`src/inc/crcfd_pkg.sv`:
```
// Constants, register indices and states of the CRC engine with transfer feed
package crcfd_pkg;

  // APB address width; byte address is four times the register index
  localparam int unsigned APB_AW = 17;

  // Register indices (byte address = index * 4)
  localparam logic [14:0] IDX_INPUT_BYTE = 15'h7fb8;
  localparam logic [14:0] IDX_CTRL_STAT = 15'h7fb9;
  localparam logic [14:0] IDX_WIN_LOW = 15'h7fba;
  localparam logic [14:0] IDX_WIN_HIGH = 15'h7fbb;
  localparam logic [14:0] IDX_CH3_BASE_LOW = 15'h7fe6;
  localparam logic [14:0] IDX_CH3_BASE_HIGH = 15'h7fe7;
  localparam logic [14:0] IDX_CH3_COUNT_LOW = 15'h7fec;
  localparam logic [14:0] IDX_XFER_TEST = 15'h7ffe;
  localparam logic [14:0] IDX_XFER_WS_CTRL = 15'h7fff;
  localparam logic [14:0] IDX_EVT_STATUS = 15'h7fc0;
  localparam logic [14:0] IDX_EVT_MASK = 15'h7fc1;

  // Control and status field positions
  localparam int unsigned CTL_RUN = 5;
  localparam int unsigned CTL_AUTO = 4;
  localparam int unsigned CTL_DIR = 3;
  localparam int unsigned CTL_WIN = 2;
  localparam int unsigned CTL_END = 1;
  localparam int unsigned CTL_IE = 0;

  // Transfer wait / bus steal control fields for channel 3
  localparam int unsigned WS_WAIT3 = 1;
  localparam int unsigned WS_STEAL3 = 0;
  localparam int unsigned WS_BITS = 6;

  // Event status bits
  localparam int unsigned EVT_DONE = 0;
  localparam int unsigned EVT_BYTE = 1;
  localparam int unsigned EVT_BITS = 2;

  // Reset values and byte-mode count offset
  localparam logic [7:0] RST_BYTE = 8'h00;
  localparam logic [15:0] RST_WORD = 16'h0000;
  localparam logic [12:0] CNT_EXTRA = 13'h0002;

  // Engine states
  typedef enum logic {CRCFD_IDLE, CRCFD_FETCH} crcfd_state_e;

endpackage

```
`src/hw/crcfd_top.sv`:
```
// CRC engine with byte buffer feed and transfer channel 3 RAM feed
//
// The APB slave port was chosen for this implementation.
`timescale 1ns/1ps
`default_nettype none

module crcfd_top
  import crcfd_pkg::*;
(
  // Clock and reset
  input wire logic core_clk,
  input wire logic rst,
  // APB slave
  input wire logic psel,
  input wire logic penable,
  input wire logic pwrite,
  input wire logic [APB_AW-1:0] paddr,
  input wire logic [31:0] pwdata,
  output logic [31:0] prdata,
  output logic pready,
  output logic pslverr,
  // Interrupt
  output logic irq,
  // Transfer channel 3 RAM read port
  output logic ram_req,
  output logic [15:0] ram_addr,
  input wire logic [7:0] ram_rdata,
  input wire logic ram_ack,
  // Channel 3 arbiter controls
  output logic channel3_wait_disable,
  output logic channel3_bus_steal_disable
);

  // Bit-serial LFSR over one byte, top term implied by the shift-out
  function automatic logic [15:0] crc_byte(input logic [15:0] c,
                                           input logic [7:0] d,
                                           input logic [15:0] p,
                                           input logic msb);
    logic [15:0] r;
    logic b;
    r = c;
    b = 1'b0;
    for (int i = 0; i < 8; i++) begin
      b = msb ? d[7-i] : d[i];
      if (r[15] ^ b) begin
        r = (r << 1) ^ p;
      end else begin
        r = r << 1;
      end
    end
    return r;
  endfunction

  // State
  logic [7:0] inbuf_q, inbuf_d;
  logic run_q, run_d, auto_q, auto_d, dir_q, dir_d;
  logic win_q, win_d, end_q, end_d, ie_q, ie_d;
  logic [15:0] crc_q, crc_d, poly_q, poly_d;
  logic [7:0] adrl_q, adrl_d, ctr_q, ctr_d, tst_q, tst_d;
  logic [6:0] adrh_q, adrh_d;
  logic [WS_BITS-1:0] wsc_q, wsc_d;
  logic [EVT_BITS-1:0] evt_q, evt_d, mask_q, mask_d;
  crcfd_state_e state_q, state_d;
  logic [12:0] cnt_q, cnt_d;
  logic [15:0] addr_q, addr_d;
  logic [31:0] prdata_q, prdata_d;
  logic done;

  // Bus decode; registers sit on word-aligned addresses only
  logic acc, wr, rd, setup, aligned, mapped;
  logic [14:0] idx;
  logic [15:0] base;
  logic [12:0] total;

  assign acc = psel & penable;
  assign wr = acc & pwrite;
  assign rd = acc & ~pwrite;
  assign setup = psel & ~penable;
  assign idx = paddr[APB_AW-1:2];
  assign aligned = (paddr[1:0] == 2'b00);

  always_comb begin
    case (idx)
      IDX_INPUT_BYTE, IDX_CTRL_STAT, IDX_WIN_LOW, IDX_WIN_HIGH,
      IDX_CH3_BASE_LOW, IDX_CH3_BASE_HIGH, IDX_CH3_COUNT_LOW,
      IDX_XFER_TEST, IDX_XFER_WS_CTRL, IDX_EVT_STATUS,
      IDX_EVT_MASK: mapped = aligned;
      default: mapped = 1'b0;
    endcase
  end

  // Channel 3 RAM base and byte-mode transfer count
  assign base = {1'b0, adrh_q, adrl_q[7:4], 4'h0};
  assign total = 13'({adrl_q[3:0], ctr_q}) + CNT_EXTRA;

  // Zero-wait slave; unmapped or unaligned access flags an error
  assign pready = 1'b1;
  assign pslverr = acc & ~mapped;
  assign prdata = prdata_q;

  // Level interrupt: documented enable pair or any unmasked event
  assign irq = (ie_q & end_q) | (|(evt_q & mask_q));

  assign ram_req = (state_q == CRCFD_FETCH) & run_q;
  assign ram_addr = addr_q;
  assign channel3_wait_disable = wsc_q[WS_WAIT3];
  assign channel3_bus_steal_disable = wsc_q[WS_STEAL3];

  // Next state of registers and engine
  always_comb begin
    inbuf_d = inbuf_q;
    run_d = run_q;
    auto_d = auto_q;
    dir_d = dir_q;
    win_d = win_q;
    end_d = end_q;
    ie_d = ie_q;
    crc_d = crc_q;
    poly_d = poly_q;
    adrl_d = adrl_q;
    adrh_d = adrh_q;
    ctr_d = ctr_q;
    tst_d = tst_q;
    wsc_d = wsc_q;
    evt_d = evt_q;
    mask_d = mask_q;
    state_d = state_q;
    cnt_d = cnt_q;
    addr_d = addr_q;
    done = 1'b0;
    // Read clears only the bits that the read returned
    if (rd && aligned && idx == IDX_EVT_STATUS) begin
      evt_d = evt_q & ~prdata_q[EVT_BITS-1:0];
    end
    if (wr && aligned) begin
      case (idx)
        IDX_INPUT_BYTE: inbuf_d = pwdata[7:0];
        IDX_CTRL_STAT: begin
          run_d = pwdata[CTL_RUN];
          auto_d = pwdata[CTL_AUTO];
          dir_d = pwdata[CTL_DIR];
          win_d = pwdata[CTL_WIN];
          end_d = end_q & pwdata[CTL_END];
          ie_d = pwdata[CTL_IE];
        end
        IDX_WIN_LOW: begin
          // Shared address: software picks the window first
          if (win_q) begin
            poly_d[7:0] = pwdata[7:0];
          end else begin
            crc_d[7:0] = pwdata[7:0];
          end
        end
        IDX_WIN_HIGH: begin
          if (win_q) begin
            poly_d[15:8] = pwdata[7:0];
          end else begin
            crc_d[15:8] = pwdata[7:0];
          end
        end
        // Base is not guarded against change while running
        IDX_CH3_BASE_LOW: adrl_d = pwdata[7:0];
        IDX_CH3_BASE_HIGH: adrh_d = pwdata[6:0];
        IDX_CH3_COUNT_LOW: ctr_d = pwdata[7:0];
        IDX_XFER_TEST: tst_d = pwdata[7:0];
        IDX_XFER_WS_CTRL: wsc_d = pwdata[WS_BITS-1:0];
        IDX_EVT_MASK: mask_d = pwdata[EVT_BITS-1:0];
        default: ;
      endcase
    end
    // Engine last, so completion wins over a same-cycle write
    case (state_q)
      CRCFD_IDLE: begin
        if (run_q) begin
          if (auto_q) begin
            state_d = CRCFD_FETCH;
            cnt_d = 13'h0000;
            addr_d = base;
          end else begin
            crc_d = crc_byte(crc_q, inbuf_q, poly_q, dir_q);
            done = 1'b1;
          end
        end
      end
      CRCFD_FETCH: begin
        if (!run_q) begin
          // Software abort: drop out without completion
          state_d = CRCFD_IDLE;
        end else if (ram_ack) begin
          crc_d = crc_byte(crc_q, ram_rdata, poly_q, dir_q);
          cnt_d = cnt_q + 13'h0001;
          addr_d = addr_q + 16'h0001;
          evt_d[EVT_BYTE] = 1'b1;
          if (cnt_q + 13'h0001 == total) begin
            state_d = CRCFD_IDLE;
            done = 1'b1;
          end
        end
      end
      default: state_d = CRCFD_IDLE;
    endcase
    if (done) begin
      run_d = 1'b0;
      end_d = 1'b1;
      evt_d[EVT_DONE] = 1'b1;
    end
  end

  // Register stage for all state but the read data
  always_ff @(posedge core_clk) begin
    if (rst) begin
      inbuf_q <= RST_BYTE;
      run_q <= 1'b0;
      auto_q <= 1'b0;
      dir_q <= 1'b0;
      win_q <= 1'b0;
      end_q <= 1'b0;
      ie_q <= 1'b0;
      crc_q <= RST_WORD;
      poly_q <= RST_WORD;
      adrl_q <= RST_BYTE;
      adrh_q <= 7'h00;
      ctr_q <= RST_BYTE;
      tst_q <= RST_BYTE;
      wsc_q <= '0;
      evt_q <= '0;
      mask_q <= '0;
      state_q <= CRCFD_IDLE;
      cnt_q <= 13'h0000;
      addr_q <= RST_WORD;
    end else begin
      inbuf_q <= inbuf_d;
      run_q <= run_d;
      auto_q <= auto_d;
      dir_q <= dir_d;
      win_q <= win_d;
      end_q <= end_d;
      ie_q <= ie_d;
      crc_q <= crc_d;
      poly_q <= poly_d;
      adrl_q <= adrl_d;
      adrh_q <= adrh_d;
      ctr_q <= ctr_d;
      tst_q <= tst_d;
      wsc_q <= wsc_d;
      evt_q <= evt_d;
      mask_q <= mask_d;
      state_q <= state_d;
      cnt_q <= cnt_d;
      addr_q <= addr_d;
    end
  end

  // Read data picked in the setup cycle, held through the access
  always_comb begin
    prdata_d = prdata_q;
    if (setup) begin
      prdata_d = 32'h0000_0000;
      if (aligned) begin
        case (idx)
          IDX_INPUT_BYTE: prdata_d[7:0] = inbuf_q;
          IDX_CTRL_STAT: prdata_d[5:0] = {run_q, auto_q, dir_q, win_q,
                                          end_q, ie_q};
          IDX_WIN_LOW: prdata_d[7:0] = win_q ? poly_q[7:0] : crc_q[7:0];
          IDX_WIN_HIGH: prdata_d[7:0] = win_q ? poly_q[15:8] : crc_q[15:8];
          IDX_CH3_BASE_LOW: prdata_d[7:0] = adrl_q;
          IDX_CH3_BASE_HIGH: prdata_d[6:0] = adrh_q;
          IDX_CH3_COUNT_LOW: prdata_d[7:0] = ctr_q;
          IDX_XFER_TEST: prdata_d[7:0] = tst_q;
          IDX_XFER_WS_CTRL: prdata_d[WS_BITS-1:0] = wsc_q;
          IDX_EVT_STATUS: prdata_d[EVT_BITS-1:0] = evt_q;
          IDX_EVT_MASK: prdata_d[EVT_BITS-1:0] = mask_q;
          default: ;
        endcase
      end
    end
  end

  always_ff @(posedge core_clk) begin
    if (rst) begin
      prdata_q <= 32'h0000_0000;
    end else begin
      prdata_q <= prdata_d;
    end
  end
endmodule

`default_nettype wire

```
`config.mk`:
```
export PLATFORM = sky130hd
export DESIGN_NAME = crcfd_top
export DESIGN_NICKNAME = d
export VERILOG_FILES = /design/src/inc/crcfd_pkg.sv /design/src/hw/crcfd_top.sv
export SDC_FILE = /design/constraint.sdc
export NUM_CORES = 1
export LEC_CHECK = 0
export ABC_CLOCK_PERIOD_IN_PS = 9400
export BUFFER_PORTS_ARGS = -buffer_cell sky130_fd_sc_hd__buf_2
export CORE_UTILIZATION = 60
export CTS_CLUSTER_SIZE = 28
export DETAILED_ROUTE_END_ITERATION = 8
export GPL_TIMING_DRIVEN = 0
export PLACE_DENSITY = 0.81
export SLEW_MARGIN = 20
export SYNTH_ARGS = -nofsm -noshare
export SYNTH_HDL_FRONTEND = slang
export SYNTH_SLANG_ARGS = --single-unit
```
`constraint.sdc`:
```
create_clock -name core_clk -period 9.4 [get_ports core_clk]
set_clock_uncertainty 0.1 [all_clocks]
set_input_delay 0 -clock core_clk [delete_from_list [all_inputs] [get_ports core_clk]]
set_output_delay 0 -clock core_clk [all_outputs]
set_load 0.01 [all_outputs]
```
==> flow_metrics.env <==
export IMPL_status="finished clean"
export IMPL_fin_util_pct=68.6
export IMPL_grt_use_total_pct=40.0
export IMPL_ys_warn_count=0
export IMPL_die_area_mm2=0.0212
export IMPL_dr_pass1_iters=8
export IMPL_clkLatencyLatePin_ps=430
export IMPL_internal_power_w=0.000997
export IMPL_critPathBufInv=2
export IMPL_postCtsResizedCells=0
export IMPL_dpl_hpwl_um=32600
export IMPL_clk_root_buffer_cell="clkbuf_16"
export IMPL_synth_edf_count=0
export IMPL_via_per_inst=6.48
export IMPL_path_delay_family="simple AND/OR/NAND/NOR gates"
export IMPL_required_ps=9560
export IMPL_p_leak_nw=4.98
export IMPL_globalplace_congestion=0.971
export IMPL_cts_sinks=125
export IMPL_antenna_found_initial=0
export IMPL_ys_ff_latch=125
export IMPL_drive_gt1_share_pct=10.0
export IMPL_p_seq_share_pct=39.4
export IMPL_cts_tree="yes"
export IMPL_fin_crit_ps=5520
export IMPL_drc=0
export IMPL_syn_inst=1654
export IMPL_rows=52
export IMPL_swShare_pct=25.8
export IMPL_die_h_um=146
export IMPL_worst_path_most_repeated_cell="or4_1"
export IMPL_netlist_area_mm2=0.0124
export IMPL_io_buffers=65
export IMPL_p_comb_share_pct=8.0
export IMPL_clockBufferDepth=2
export IMPL_coreArea_mm2=0.0202
export IMPL_grt_max_degree=17
export IMPL_cp_cell_sequence="buf_6, mux2i_4, xor2_1, nor3_1, or4_1, nand2_1, a2111oi_0, or4_1, o311ai_1, mux2i_1, nor3_2, buf_2, o21ai_1, xnor2_1, a2111oi_2"
export IMPL_yosys_area_top_type_share_pct=20.2
export IMPL_rsz0062_at_grt="false"
export IMPL_cp_slowest_cell="xor2_1"
export IMPL_drv_slew=0
export IMPL_hold_violations=0
export IMPL_crit_type="reg2reg"
export IMPL_yosysMostFrequentCell="nand2_1"
export IMPL_clkPwrFrac_pct=52.6
export IMPL_start_util_pct=61.1
export IMPL_path_max_fanout=10
export IMPL_ir_drop_v=0.000106
export IMPL_grt_overflow=0
export IMPL_pwr_density_cell_mw_per_mm2=96.8
export IMPL_die_width_um=146
export IMPL_maxSlewHeadroom_pct=36.6
export IMPL_nNetsFinal=1840
export IMPL_wl_per_cell_um=21.0
export IMPL_synth_area_leader_cell="dfxtp_1"
export IMPL_vias=13300
export IMPL_hp_class="in2reg"
export IMPL_syn_avg_cell_area_um2=7.47
export IMPL_synth_ff_type="dfxtp_1"
export IMPL_clkTransAtPathRegs_ps=60
export IMPL_setup_slack_ps=3880
export IMPL_dpl_worst_slack_ps=4060
export IMPL_max_cap_violations=0
export IMPL_post_route_period_util_pct=58.8
export IMPL_antenna_cells=0
export IMPL_critPathLaunchType="register"
export IMPL_finalSetupViolCount=0
export IMPL_max_freq_mhz=181
export IMPL_cp_end_kind="register"
export IMPL_wirelength_um=43100
export IMPL_synth_common_cells="282 x nand2_1, 183 x xnor2_1, 149 x nor2_1"
export IMPL_fillers=1723
export IMPL_setup_tns_ps=0
export IMPL_first_global_vias=12200
export IMPL_dr_first_iter_drc_count=1614
export IMPL_yosysSeqAreaShare_pct=20.2
export IMPL_worstMarginPinSlew_ps=943
export IMPL_synthTopCellsByArea="dfxtp_1 20%, xnor2_1 13%, nand2_1 8.6%, mux2i_1 7.6%, nor2_1 4.5%"
export IMPL_ioPinCount=117
export IMPL_synth_cell_types=83
export IMPL_max_stage_delay_ps=650
export IMPL_detail_route_antenna_nets=0
export IMPL_area_growth_pct=12.2
export IMPL_p_sw_w=0.000347
export IMPL_cp_data_arrival_time_ps=5690
export IMPL_whs_ps=30.8
export IMPL_cts_buffers=17
export IMPL_h_tree_depth=4
export IMPL_grt_pass1_wl_um=67200
export IMPL_async_flop_share_pct=0
## worst min-delay path: stages
cell and delay (ps):
buf_2 90, nor3_1 70, nand2_1 120, a21oi_1 80
a21oi_1 110, nor2_1 40
## final cells by class
| type | count | area, um2 | area share [%] |
|---|---|---|---|
| inverters | 27 | 101 | 0.731 |
| flip-flops and latches | 125 | 2500 | 18.0 |
| repair buffers | 78 | 450 | 3.25 |
| multi-input cells | 1375 | 9160 | 66.0 |
| well taps | 270 | 338 | 2.44 |
| clock inverters | 14 | 180 | 1.30 |
| clock buffers | 18 | 439 | 3.17 |
| plain buffers | 150 | 702 | 5.06 |
## stage by stage
step / instances / cell area (um2) / total power, W
CTS: 2057 / 13900 / 0.00133
global route: 2057 / 13900 / 0.00137
finish: 2057 / 13900 / 0.00134
floorplan: 1677 / 12400 / 0.000606
detailed placement: 2013 / 13100 / 0.000642
global placement: 2012 / 13100 / 0.000640
## power by group through the flow
| stage | Combinational, W | Clock [W] | Sequential [W] |
|---|---|---|---|
| after floorplan | 0.0000649 | 0 | 0.000541 |
| after global placement | 0.0000988 | 0 | 0.000541 |
| after detailed placement | 0.000101 | 0 | 0.000541 |
| after CTS | 0.000105 | 0.000695 | 0.000530 |
| after global routing | 0.000114 | 0.000724 | 0.000529 |
| final | 0.000108 | 0.000706 | 0.000530 |
## flip-flops by register name, summed over array words and instances, names as in the netlist, 7 cells and up
signal and count:
adrh_q 7, adrl_q 8, cnt_q 13, crc_q 16, ctr_q 8, inbuf_q 8, poly_q 16, prdata 8
ram_addr 16, tst_q 8
## cell families after synthesis
logic type | Yosys count | synth area share (%)
AOI/OAI and AO/OA | 357 | 20.0
adders and majority gates | 3 | 0.304
and+or+nand+nor | 646 | 23.6
other | 2 | 0.0608
xor gates and xnor gates | 240 | 20.2
muxes | 104 | 9.00
buffers and inverters | 177 | 6.50
DFF | 125 | 20.2
## placed cells by master (no fill, tap or decap), types with 15 or more instances in the layout
| master | count |
|---|---|
| dfxtp_1 | 125 |
| nand3_1 | 40 |
| nor2_1 | 149 |
| buf_4 | 28 |
| and3_1 | 37 |
| nand2b_1 | 15 |
| xnor3_1 | 23 |
| nand2_1 | 282 |
| xnor2_1 | 183 |
| inv_1 | 26 |
| clkbuf_1 | 99 |
| conb_1 | 25 |
| o21ai_0 | 50 |
| xor2_1 | 27 |
| o211ai_1 | 21 |
| nor3_1 | 36 |
| clkbuf_16 | 17 |
| buf_2 | 75 |
| a21oi_1 | 104 |
| mux2i_1 | 94 |
## final timing paths
path                           start                      to  slack [ps]  cells past startpoint
setup / recovery  dir_q$_SDFFE_PP0P_    crc_q[14]$_SDFF_PP0_        3880                     15
hold / removal              paddr[1]  prdata[3]$_SDFFE_PP0P_          30                      6
setup reg to reg  dir_q$_SDFFE_PP0P_    crc_q[14]$_SDFF_PP0_        3880                     15
hold reg to reg    ie_q$_SDFFE_PP0P_       ie_q$_SDFFE_PP0P_         380                      2
## what timing repair did
item	CTS	global route
hold endpoints to repair	16	0
setup buffers	0	0
hold buffers	12	0
## metal layers
metal  vias to the layer above  track usage, %  wire length (um)
li1                       6037               -                 -
met1                      6196            52.5             17000
met2                       917            63.0             19000
met3                       181            7.34              4900
met4                         0            20.5              2270
met5                         -               0                 0
(Power assumes the default switching activity.)
